===== src/hdl/tsh_pkg.sv =====
// Constants and types for the two-wire slave port with hold and 10-bit addressing
package tsh_pkg;
  localparam logic [3:0] BYTE_BITS = 4'h8;
  localparam logic [3:0] ACK_BIT = 4'h9;
  localparam logic [3:0] CNT_ZERO = 4'h0;
  localparam logic [3:0] CNT_STEP = 4'h1;
  localparam logic [7:0] ADDR_RESET = 8'h00;
  localparam logic [2:0] SYNC_IDLE = 3'h7;
  localparam int PIN_COUNT = 2;
  typedef enum logic [2:0] {
    ST_IDLE,
    ST_ADDR,
    ST_RX,
    ST_TX,
    ST_ACK,
    ST_ACKIN
  } tsh_state_type;
endpackage


===== src/hdl/tsh_pin_sync.sv =====
// Three-stage pin synchroniser with agreement filter
`timescale 1ns/100ps
module tsh_pin_sync #(
  parameter int WIDTH = tsh_pkg::PIN_COUNT
) (
  input wire logic clk,
  input wire logic sys_rst,
  input wire logic ce,
  input wire logic [WIDTH-1:0] pinIn,
  output logic [WIDTH-1:0] pinStable
);
  genvar i;
  generate
    for (i = 0; i < WIDTH; i++) begin : gBit
      logic [2:0] stage_reg;
      logic stable_reg;
      // Shift chain; the output moves only when stages two and three agree
      always_ff @(posedge clk) begin
        if (sys_rst) begin
          stage_reg <= tsh_pkg::SYNC_IDLE;
          stable_reg <= 1'b1;
        end else if (ce) begin
          stage_reg <= {stage_reg[1:0], pinIn[i]};
          if (stage_reg[1] == stage_reg[2]) begin
            stable_reg <= stage_reg[2];
          end
        end
      end
      // Agreeing stages pass straight through, so a line edge is seen a cycle sooner
      assign pinStable[i] = (stage_reg[1] == stage_reg[2]) ? stage_reg[2] : stable_reg;
    end
  endgenerate
endmodule // tsh_pin_sync


===== src/hdl/tsh_slave.sv =====
// Two-wire slave port: address/data hold, 10-bit addressing, clock stretching
`timescale 1ns/100ps
module tsh_slave #(
  parameter logic [7:0] ADDR_RESET = tsh_pkg::ADDR_RESET
) (
  input wire logic clk,
  input wire logic sys_rst,
  input wire logic ce,
  input wire logic sclIn,
  output logic sclOut,
  output logic sclOe,
  input wire logic sdaIn,
  output logic sdaOut,
  output logic sdaOe,
  input wire logic tenBitMode,
  input wire logic addrHoldEnable,
  input wire logic dataHoldEnable,
  input wire logic stretchEnable,
  input wire logic startIrqEnable,
  input wire logic ackDataValue,
  input wire logic clockReleaseSet,
  input wire logic irqFlagClear,
  input wire logic txWrite,
  input wire logic [7:0] txData,
  input wire logic rxRead,
  input wire logic addrWrite,
  input wire logic [7:0] addrWriteData,
  output logic portIrqFlag,
  output logic clockRelease,
  output logic bufferFull,
  output logic ackReceivedStatus,
  output logic ackTimingStatus,
  output logic readWriteStatus,
  output logic dataAddressStatus,
  output logic startDetected,
  output logic stopDetected,
  output logic updateAddressFlag,
  output logic [7:0] rxData,
  output logic [7:0] slaveAddress
);
  tsh_pkg::tsh_state_type state_reg;
  logic [1:0] pinState;
  logic sclF, sdaF, sclPrev_reg, sdaPrev_reg;
  logic sclRise, sclFall, startEvt, stopEvt;
  logic inIdle, inAddr, inRx, inTx, inAck, inAckIn;
  logic byteDone, ackEnd, rwBit, addrMatch, ackNow;
  logic holdAddr, holdData, lowMiss, ackIrq, stretchAck;
  logic clearEvt, irqSet, bufSet, uaSet, holdReq;
  logic [3:0] bitCnt_reg;
  logic [7:0] shift_reg, txShift_reg, rxData_reg, addr_reg;
  logic lowPhase_reg, tenAddressed_reg, rw_reg, held_reg, ackOk_reg;
  logic sclOe_reg, sdaOe_reg, lineLow_reg;
  logic irqFlag_reg, clockRelease_reg, bufferFull_reg, ua_reg;
  logic ackReceived_reg, ackTiming_reg, dataAddr_reg;
  logic startDet_reg, stopDet_reg;

  // Bus lines pass the three-stage filter
  tsh_pin_sync #(
    .WIDTH(tsh_pkg::PIN_COUNT)
  ) uSync (
    .clk(clk),
    .sys_rst(sys_rst),
    .ce(ce),
    .pinIn({sclIn, sdaIn}),
    .pinStable(pinState)
  );
  assign sclF = pinState[1];
  assign sdaF = pinState[0];

  // Previous line levels for edge detection
  always_ff @(posedge clk) begin
    if (sys_rst) begin
      sclPrev_reg <= 1'b1;
      sdaPrev_reg <= 1'b1;
    end else if (ce) begin
      sclPrev_reg <= sclF;
      sdaPrev_reg <= sdaF;
    end
  end

  // Line edges and bus conditions
  assign sclRise = sclF & ~sclPrev_reg;
  assign sclFall = ~sclF & sclPrev_reg;
  assign startEvt = sclF & sclPrev_reg & ~sdaF & sdaPrev_reg;
  assign stopEvt = sclF & sclPrev_reg & sdaF & ~sdaPrev_reg;

  // State decode
  assign inIdle = state_reg == tsh_pkg::ST_IDLE;
  assign inAddr = state_reg == tsh_pkg::ST_ADDR;
  assign inRx = state_reg == tsh_pkg::ST_RX;
  assign inTx = state_reg == tsh_pkg::ST_TX;
  assign inAck = state_reg == tsh_pkg::ST_ACK;
  assign inAckIn = state_reg == tsh_pkg::ST_ACKIN;

  // Byte end at the 8th falling edge, acknowledge end at the 9th
  assign byteDone = sclFall & (bitCnt_reg == tsh_pkg::BYTE_BITS) & (inAddr | inRx | inTx);
  assign ackEnd = sclFall & (bitCnt_reg == tsh_pkg::ACK_BIT) & (inAck | inAckIn);

  // Address compare; a 10-bit read needs a prior full match
  assign rwBit = shift_reg[0];
  assign addrMatch = lowPhase_reg ? (shift_reg == addr_reg) :
    ((shift_reg[7:1] == addr_reg[7:1]) & (~tenBitMode | ~rwBit | tenAddressed_reg));

  // Acknowledge to drive at byte end; a held byte uses the software value
  assign ackNow = inAddr ? (addrMatch & (~addrHoldEnable | ~ackDataValue)) :
    (~dataHoldEnable | ~ackDataValue);

  // Hardware events on the release bit, the interrupt flag, buffer full, the update-address flag and the clock hold
  assign holdAddr = byteDone & inAddr & addrMatch & addrHoldEnable;
  assign holdData = byteDone & inRx & dataHoldEnable;
  assign lowMiss = byteDone & inAddr & lowPhase_reg & ~addrMatch;
  assign ackIrq = ackEnd & ((inAck & sdaOe_reg) | inAckIn);
  assign stretchAck = ackEnd & ((inAck & sdaOe_reg & (rw_reg | stretchEnable)) |
    (inAckIn & ~ackReceived_reg));
  assign clearEvt = holdAddr | holdData | stretchAck;
  assign irqSet = (startEvt & startIrqEnable) | holdAddr | holdData | lowMiss | ackIrq;
  assign bufSet = (byteDone & ((inAddr & addrMatch) | inRx)) | txWrite;
  assign uaSet = byteDone & inAddr & tenBitMode & (lowPhase_reg | (~rwBit & addrMatch & ~tenAddressed_reg));
  assign holdReq = ~clockRelease_reg | (ua_reg & ~inAck);

  // Bit counter, cleared by Start and at each acknowledge end
  always_ff @(posedge clk) begin
    if (sys_rst) begin
      bitCnt_reg <= tsh_pkg::CNT_ZERO;
    end else if (ce) begin
      if (startEvt | ackEnd) begin
        bitCnt_reg <= tsh_pkg::CNT_ZERO;
      end else if (sclRise & ~inIdle) begin
        bitCnt_reg <= bitCnt_reg + tsh_pkg::CNT_STEP;
      end
    end
  end

  // Receive shifter, sampled on rising edges
  always_ff @(posedge clk) begin
    if (sys_rst) begin
      shift_reg <= 8'h00;
    end else if (ce && sclRise && (inAddr || inRx)) begin
      shift_reg <= {shift_reg[6:0], sdaF};
    end
  end

  // Transfer sequencer
  always_ff @(posedge clk) begin
    if (sys_rst) begin
      state_reg <= tsh_pkg::ST_IDLE;
      lowPhase_reg <= 1'b0;
      tenAddressed_reg <= 1'b0;
      rw_reg <= 1'b0;
      held_reg <= 1'b0;
      ackOk_reg <= 1'b0;
    end else if (ce) begin
      if (stopEvt) begin
        state_reg <= tsh_pkg::ST_IDLE;
        lowPhase_reg <= 1'b0;
        tenAddressed_reg <= 1'b0;
      end else if (startEvt) begin
        state_reg <= tsh_pkg::ST_ADDR;
        lowPhase_reg <= 1'b0;
      end else begin
        unique case (state_reg)
          tsh_pkg::ST_IDLE: begin
            state_reg <= tsh_pkg::ST_IDLE;
          end
          tsh_pkg::ST_ADDR: begin
            if (byteDone) begin
              state_reg <= tsh_pkg::ST_ACK;
              ackOk_reg <= addrMatch;
              held_reg <= addrHoldEnable & addrMatch;
              if (!lowPhase_reg) begin
                rw_reg <= rwBit;
              end
              if (lowPhase_reg && addrMatch) begin
                tenAddressed_reg <= 1'b1;
              end
            end
          end
          tsh_pkg::ST_RX: begin
            if (byteDone) begin
              state_reg <= tsh_pkg::ST_ACK;
              ackOk_reg <= 1'b1;
              held_reg <= dataHoldEnable;
            end
          end
          tsh_pkg::ST_TX: begin
            if (byteDone) begin
              state_reg <= tsh_pkg::ST_ACKIN;
            end
          end
          tsh_pkg::ST_ACK: begin
            if (ackEnd) begin
              if (!sdaOe_reg) begin
                state_reg <= tsh_pkg::ST_IDLE;
              end else if (rw_reg) begin
                state_reg <= tsh_pkg::ST_TX;
              end else if (!dataAddr_reg && tenBitMode && !lowPhase_reg && !tenAddressed_reg) begin
                state_reg <= tsh_pkg::ST_ADDR;
                lowPhase_reg <= 1'b1;
              end else begin
                state_reg <= tsh_pkg::ST_RX;
              end
            end
          end
          tsh_pkg::ST_ACKIN: begin
            if (ackEnd) begin
              // Not-acknowledge from the master ends the read
              state_reg <= ackReceived_reg ? tsh_pkg::ST_IDLE : tsh_pkg::ST_TX;
            end
          end
        endcase
      end
    end
  end

  // Data line drive: acknowledge slot and transmit bits
  always_ff @(posedge clk) begin
    if (sys_rst) begin
      sdaOe_reg <= 1'b0;
    end else if (ce) begin
      if (startEvt || stopEvt) begin
        sdaOe_reg <= 1'b0;
      end else if (ackEnd) begin
        sdaOe_reg <= (inAck ? (sdaOe_reg & rw_reg) : ~ackReceived_reg) & ~txShift_reg[7];
      end else if (byteDone) begin
        sdaOe_reg <= (inAddr | inRx) & ackNow;
      end else if (inAck && !sclF && held_reg) begin
        sdaOe_reg <= ackOk_reg & ~ackDataValue;
      end else if (inTx && sclFall) begin
        sdaOe_reg <= ~txShift_reg[6];
      end else if (inTx && txWrite && bitCnt_reg == tsh_pkg::CNT_ZERO) begin
        sdaOe_reg <= ~txData[7];
      end
    end
  end

  // Transmit shifter, loaded by software, moved on falling edges
  always_ff @(posedge clk) begin
    if (sys_rst) begin
      txShift_reg <= 8'hFF;
    end else if (ce) begin
      if (txWrite) begin
        txShift_reg <= txData;
      end else if (inTx && sclFall && !byteDone) begin
        txShift_reg <= {txShift_reg[6:0], 1'b1};
      end
    end
  end

  // Clock hold waits for the line to be low, then keeps it low
  always_ff @(posedge clk) begin
    if (sys_rst) begin
      sclOe_reg <= 1'b0;
      lineLow_reg <= 1'b0;
    end else if (ce) begin
      sclOe_reg <= holdReq & (sclOe_reg | ~sclF);
      lineLow_reg <= 1'b0;
    end
  end

  // Clock release bit: hardware clear wins over software set
  always_ff @(posedge clk) begin
    if (sys_rst) begin
      clockRelease_reg <= 1'b1;
    end else if (ce) begin
      if (clearEvt) begin
        clockRelease_reg <= 1'b0;
      end else if (clockReleaseSet) begin
        clockRelease_reg <= 1'b1;
      end
    end
  end

  // Interrupt flag: set wins over clear
  always_ff @(posedge clk) begin
    if (sys_rst) begin
      irqFlag_reg <= 1'b0;
    end else if (ce) begin
      if (irqSet) begin
        irqFlag_reg <= 1'b1;
      end else if (irqFlagClear) begin
        irqFlag_reg <= 1'b0;
      end
    end
  end

  // Buffer full and receive data
  always_ff @(posedge clk) begin
    if (sys_rst) begin
      bufferFull_reg <= 1'b0;
      rxData_reg <= 8'h00;
    end else if (ce) begin
      if (bufSet) begin
        bufferFull_reg <= 1'b1;
      end else if (rxRead || (byteDone && inTx)) begin
        bufferFull_reg <= 1'b0;
      end
      if (byteDone && ((inAddr && addrMatch) || inRx)) begin
        rxData_reg <= shift_reg;
      end
    end
  end

  // Update-address flag and address register
  always_ff @(posedge clk) begin
    if (sys_rst) begin
      ua_reg <= 1'b0;
      addr_reg <= ADDR_RESET;
    end else if (ce) begin
      if (uaSet) begin
        ua_reg <= 1'b1;
      end else if (addrWrite) begin
        ua_reg <= 1'b0;
      end
      if (addrWrite) begin
        addr_reg <= addrWriteData;
      end
    end
  end

  // Master acknowledge capture on the 9th rising edge
  always_ff @(posedge clk) begin
    if (sys_rst) begin
      ackReceived_reg <= 1'b0;
    end else if (ce && sclRise && inAckIn) begin
      ackReceived_reg <= sdaF;
    end
  end

  // Status bits for interrupt source decoding
  always_ff @(posedge clk) begin
    if (sys_rst) begin
      ackTiming_reg <= 1'b0;
      dataAddr_reg <= 1'b0;
    end else if (ce) begin
      if (startEvt || stopEvt || ackEnd) begin
        ackTiming_reg <= 1'b0;
      end else if (byteDone && (inAddr || inRx)) begin
        ackTiming_reg <= 1'b1;
      end
      if (startEvt || (byteDone && inAddr)) begin
        dataAddr_reg <= 1'b0;
      end else if (byteDone && (inRx || inTx)) begin
        dataAddr_reg <= 1'b1;
      end
    end
  end

  // Start and Stop status
  always_ff @(posedge clk) begin
    if (sys_rst) begin
      startDet_reg <= 1'b0;
      stopDet_reg <= 1'b0;
    end else if (ce) begin
      if (startEvt) begin
        startDet_reg <= 1'b1;
        stopDet_reg <= 1'b0;
      end else if (stopEvt) begin
        startDet_reg <= 1'b0;
        stopDet_reg <= 1'b1;
      end
    end
  end

  // Outputs straight from flops; pins only ever pull low
  assign sclOut = lineLow_reg;
  assign sdaOut = lineLow_reg;
  assign sclOe = sclOe_reg;
  assign sdaOe = sdaOe_reg;
  assign portIrqFlag = irqFlag_reg;
  assign clockRelease = clockRelease_reg;
  assign bufferFull = bufferFull_reg;
  assign ackReceivedStatus = ackReceived_reg;
  assign ackTimingStatus = ackTiming_reg;
  assign readWriteStatus = rw_reg;
  assign dataAddressStatus = dataAddr_reg;
  assign startDetected = startDet_reg;
  assign stopDetected = stopDet_reg;
  assign updateAddressFlag = ua_reg;
  assign rxData = rxData_reg;
  assign slaveAddress = addr_reg;
endmodule // tsh_slave


===== config.mk =====
export PLATFORM = sky130hd
export DESIGN_NAME = tsh_slave
export DESIGN_NICKNAME = d
export VERILOG_FILES = /design/src/hdl/tsh_pkg.sv /design/src/hdl/tsh_pin_sync.sv /design/src/hdl/tsh_slave.sv
export SDC_FILE = /design/constraint.sdc
export NUM_CORES = 1
export LEC_CHECK = 0
export BUFFER_PORTS_ARGS = -buffer_cell sky130_fd_sc_hd__buf_2
export CAP_MARGIN = 20
export CORE_UTILIZATION = 35
export DETAILED_ROUTE_END_ITERATION = 12
export GPL_ROUTABILITY_DRIVEN = 0
export GPL_TIMING_DRIVEN = 0
export PLACE_DENSITY = 0.53
export SETUP_SLACK_MARGIN = 0.15
export SYNTH_ARGS = -nofsm -noshare
export SYNTH_HDL_FRONTEND = slang
export SYNTH_SLANG_ARGS = --single-unit

===== constraint.sdc =====
create_clock -name clk -period 2.35 [get_ports clk]
set_input_delay 0.705 -clock clk [delete_from_list [all_inputs] [get_ports clk]]
set_output_delay 0.705 -clock clk [all_outputs]
set_load 0.03 [all_outputs]

# Yosys cells after proc, flatten, opt, wreduce, memory -nomap -nowiden
# Cells that the tools add are included.
# W data, S select, Z words.
# classes
div_mod_pow	0
mul	0
shifts	0
bitwise	83
n_reduce_logical	69
n_addsub	1
eq_ne	19
order_cmp	0
muxes	60
# ops
cell	count
$mux W1	43
$and A1 B1 Y1	40
$reduce_bool A2 Y1	13
$reduce_and A2 Y1	12
$or A1 B1 Y1	22
$not A1 Y1	21
$logic_and A1 B1 Y1	19
$mux W3	6
$reduce_and A6 Y1	3
$mux W8	2
$pmux W3 S5	1
$ne A4 B3 Y1 const B	3
$reduce_bool A3 Y1	4
$reduce_and A5 Y1	2
$eq A4 B4 Y1 const B	2
$eq A8 B8 Y1	1
$mux W2	4
$mux W4	2
$eq A7 B7 Y1	1
$logic_or A1 B1 Y1	7
$eq A3 B2 Y1 const B	2
$eq A3 B3 Y1 const B	2
$ne A2 B1 Y1 const B	3
$reduce_bool A6 Y1	1
other kinds (10)	16
# word_totals
ramBits	0
ff_bits	63
elab_cells	258
memories	0
latchBits	0
input_bits	32
rom_bits	0

# Longest topological paths before layout
# depth
ltp_word	15
mapped_depth	8

# Modules after synthesis
# A second synthesis with hierarchy kept.
# hier_totals
hier_cells	385
hier_area_um2	3299.4
# by_module_without_submodules
mod	seq_area_each_um2	cells_each	instances	area_per_inst_um2
tsh_slave	1141.1	353	1	2964.1
tsh_pin_sync	160.2	32	1	335.3

# Worst setup path after synthesis
# No wires, ideal clock.
# synth_path
kind	in2reg
startpoint	input ce
endpoint	register rxData_reg[0] (netlist: rxData[0])
setup_time_ns	0.072
arrival_time_ns	1.995
path_buffers	2
path_stages	7
setup_slack_ns	0.283
required_time_ns	2.278
path_cell_list	buf_6 > clkinv_1 > nor4_4 > and3b_1 > a31o_1 > buf_6 > mux2i_1
# synth_between
elab_chain_cells	1
# synth_rtl
item	line_no	text
from (decl)	tsh_slave.sv:8	input wire logic ce,
$reduce_and A2 Y1 (no source line)	n/a	
to (signal assigned)	tsh_slave.sv:298	rxData_reg <= shift_reg;
to (decl)	tsh_slave.sv:50	logic [7:0] shift_reg, txShift_reg, rxData_reg, addr_reg;
# No other way between the ends.
# A chain may end at the register's enable or synchronous reset.

# Worst setup path in the final report
# layout_path
startpoint	register uSync.gBit[1].stable_reg
endpoint	register rw_reg (netlist: readWriteStatus)
# layout_between
elab_chain_cells	6
elab_cells_between_ends	13
classes_between	mux: 1; bitwise: 11; reduce/logical: 1
# layout_rtl
item	line_no	text
from (decl)	tsh_pin_sync.sv:16	logic stable_reg;
from (signal assigned)	tsh_pin_sync.sv:25	stable_reg <= stage_reg[2];
$mux W1	tsh_pin_sync.sv:30	assign pinStable[i] = (stage_reg[1] == stage_reg[2]) ? stage_reg[2] : stable_reg;
$and A1 B1 Y1 / $not A1 Y1 (equally long branches)	tsh_slave.sv:84, tsh_slave.sv:85, tsh_slave.sv:83	
$and A1 B1 Y1 (on tied branches)	tsh_slave.sv:85, tsh_slave.sv:83, tsh_slave.sv:84	
$and A1 B1 Y1 (on tied branches)	tsh_slave.sv:85, tsh_slave.sv:84, tsh_slave.sv:96	
$not A1 Y1 (no source line) / $and A1 B1 Y1 (equally long branches)	n/a	
$reduce_and A6 Y1 (no source line) *	n/a	
to (signal assigned)	tsh_slave.sv:171	rw_reg <= rwBit;
to (decl)	tsh_slave.sv:51	logic lowPhase_reg, tenAddressed_reg, rw_reg, held_reg, ackOk_reg;
# Mark *: on every way between the ends. The rest lies on a longest branch, timed or not.

==> flow_summary.ini <==
[routing]
drt_iter0_markers = 143
routed_wl_microns = 8820
antenna_violating_nets_post_route = 0
wire_per_inst_microns = 16.0
vias = 2882
drt_pre_antenna_iters = 4
drc = 0
vias_per_cell = 5.22

[timing]
max_slew.worst_pin.slew_ns = 0.692
grt_setup_unrepaired = false
setup_violations = 0
relSlewSlack = 0.539
timing_hold_violations_final = 0
skew_ns = 0.0182
fmax_ghz = 0.497
min_period_over_period = 0.856
final.min_clock_period_ns = 2.01
layout_setup_ws_ns = 0.339
timing.final.max_slew_violations = 0

[cells_and_area]
fillers = 891
multi_input_area_sq_um = 1870
n_antenna_cell = 0
finish.net_count = 474
area.sequential_sq_um = 1260
layout_cell_share_with_drive_strength_beyond_1 = 0.225
syn_to_final_growth_pct = 19.4
stdcell_count = 552

[global_route]
grtUsageTotal = 0.195
grt_pass1_wl_microns = 14600
initial_antenna_violation_count = 0
remaining_overflow_grt = 0
grt_max_degree = 13
grt_pass1_vias = 2725

[placed_design]
dp_worst_slack_ns = -0.0482
numPortBuffers = 56
numPlacedInstances = 535
dp.final_hpwl_microns = 6450

[floorplan]
floorplan.rows = 34
coreArea_sq_um = 8890
floorplan.die_area_sq_um = 9750
die_width_microns = 98.8
number_of_top_level_pins = 62
die_h_microns = 98.8
initial_utilization = 0.369

[clocking]
cts_buffers = 9
htree_levels = 3
root_buffer = clkbuf_8
cts-root-to-sink-buffers = 2
cts.sink_count = 63
cts.clk_slew.worst_paths_ns = 0.07
clkLatencyLatePin_ns = 0.35
tritoncts_clock_tree = yes

[worst_setup_path]
end_kind = register
critical_path_required_ns = 2.57
path_max_fanout = 9
criticalPathCategory = register to register
startpoint_type = register
crit_arrival_ns = 2.23
crit_path_from = uSync.gBit[1].stable_reg
r2r_start = uSync.gBit[1].stable_reg

[yosys]
syn-mean-instance-area_sq_um = 8.86
synth_enable_flop_cells = 0
synth.lib_cells_used.distinct = 66
synthesis.area_sq_um = 3280
number_of_synthesized_register_bits = 63
post_synth_inst_count = 370
ys_seq_area_frac = 0.385
synth-warning-count = 0
postSynth.topFlopCell = dfxtp_1
async_flop_share = 0

[power]
p_leak_uw = 0.00152
vdd_drop_max_mv = 0.503
comb_power_share = 0.096
p_per_area_nw_per_um2 = 583
netSwitchingFraction = 0.269
intPower_uw = 1670
seq_power_share = 0.488
p_clk_frac = 0.416
p_sw_uw = 613

[outcome]
run_status = complete, no violations

[min_path]
holdCritPathClass = register to register
hold_start = txShift_reg[2]

[run]
count_of_max_cap_constraint_violations = 0
## metal layers
metal | vias up | share of wire | track usage | wire [microns]
met5 | - | 0 | 0 | 0
met4 | 0 | 0.017 | 0.0666 | 154
met3 | 12 | 0.057 | 0.0468 | 504
met2 | 76 | 0.43 | 0.287 | 3760
met1 | 1334 | 0.50 | 0.278 | 4400
li1 | 1460 | - | - | -
## worst max-delay path, stage by stage (launching register included)
cell and delay (ns):
dfxtp_1 0.40, nor3b_2 0.53, and4_1 0.43, nor3b_1 0.27
mux2i_1 0.21, nor2_1 0.05
## cell type report
class | count | area share
inverters | 6 | 0.00672
well taps | 108 | 0.0345
repair buffers | 57 | 0.0736
multi-input cells | 278 | 0.477
flip-flops and latches | 63 | 0.322
clock buffers | 9 | 0.0317
plain buffers | 24 | 0.0361
clock inverters | 7 | 0.0182
## cell families (layout without fill, tap and decap cells)
family                   Yosys count  after routing  share of synthesized area
flip-flops                        63             63                      0.385
multiplexers                      26             26                     0.0794
AO/OA/AOI/OAI                     79             79                      0.169
AND/OR/NAND/NOR                  154            154                      0.266
other                              1              2                    0.00114
adder cells (fa/ha/maj)            5              5                     0.0176
buffers and inverters             30            103                     0.0500
XOR/XNOR                          12             12                     0.0321
## per-stage QoR
step	hold slack (ns)	cell area [sq um]	TNS, ns	util	total power (uW)
after CTS	0.468	3890	0	0.438	2300
after detailed placement	0.450	3700	-0.361	0.416	1350
after floorplan	0.435	3280	0	-	1280
after global placement	0.443	3700	-0.359	0.416	1350
after global routing	0.489	3910	0	0.440	2380
final	0.462	3910	0	0.440	2280
## synthesized netlist by cell type (all sizes together), types with 9 or more instances
cell    count  share of area
a21oi      24          0.037
o21ai       9          0.018
buf        11          0.025
mux2i      26          0.079
nand2      29          0.033
clkbuf     13          0.018
nand3      17          0.027
dfxtp      63           0.38
nor2       37          0.042
a211o      12          0.032
xnor2       9          0.024
nand2b     19          0.036
## power groups by stage
stage                     Clock (uW)  Combinational (uW)  Sequential [uW]
final                            949                 219             1110
after global routing            1030                 241             1120
after CTS                        971                 218             1110
after detailed placement           0                 216             1140
after global placement             0                 215             1140
after floorplan                    0                 127             1150
## worst paths after layout
kind	end	slack, ns	depth (start not counted)
min reg2reg	txShift_reg[2]	0.46	1
min	txShift_reg[2]	0.46	1
max reg2reg	readWriteStatus	0.34	5
max	readWriteStatus	0.34	5
## timing repair
item,CTS,global route
resized for setup,0,3
hold buffers,0,0
hold endpoints to repair,0,0
setup endpoints to repair,0,7
setup buffers,0,1
## cell usage in the layout, fill, tap and decap left out, types with 9 or more instances in the layout
cell	Yosys	routed
a21oi_1	24	24
nand2b_1	19	19
clkbuf_8	1	10
xnor2_1	9	9
dfxtp_1	63	63
nand2_1	29	29
mux2i_1	26	26
buf_2	3	59
nor2_1	37	37
clkbuf_1	12	12
nand3_1	16	16
a211o_1	11	11
No activity file was read; power rests on OpenSTA's default activity.
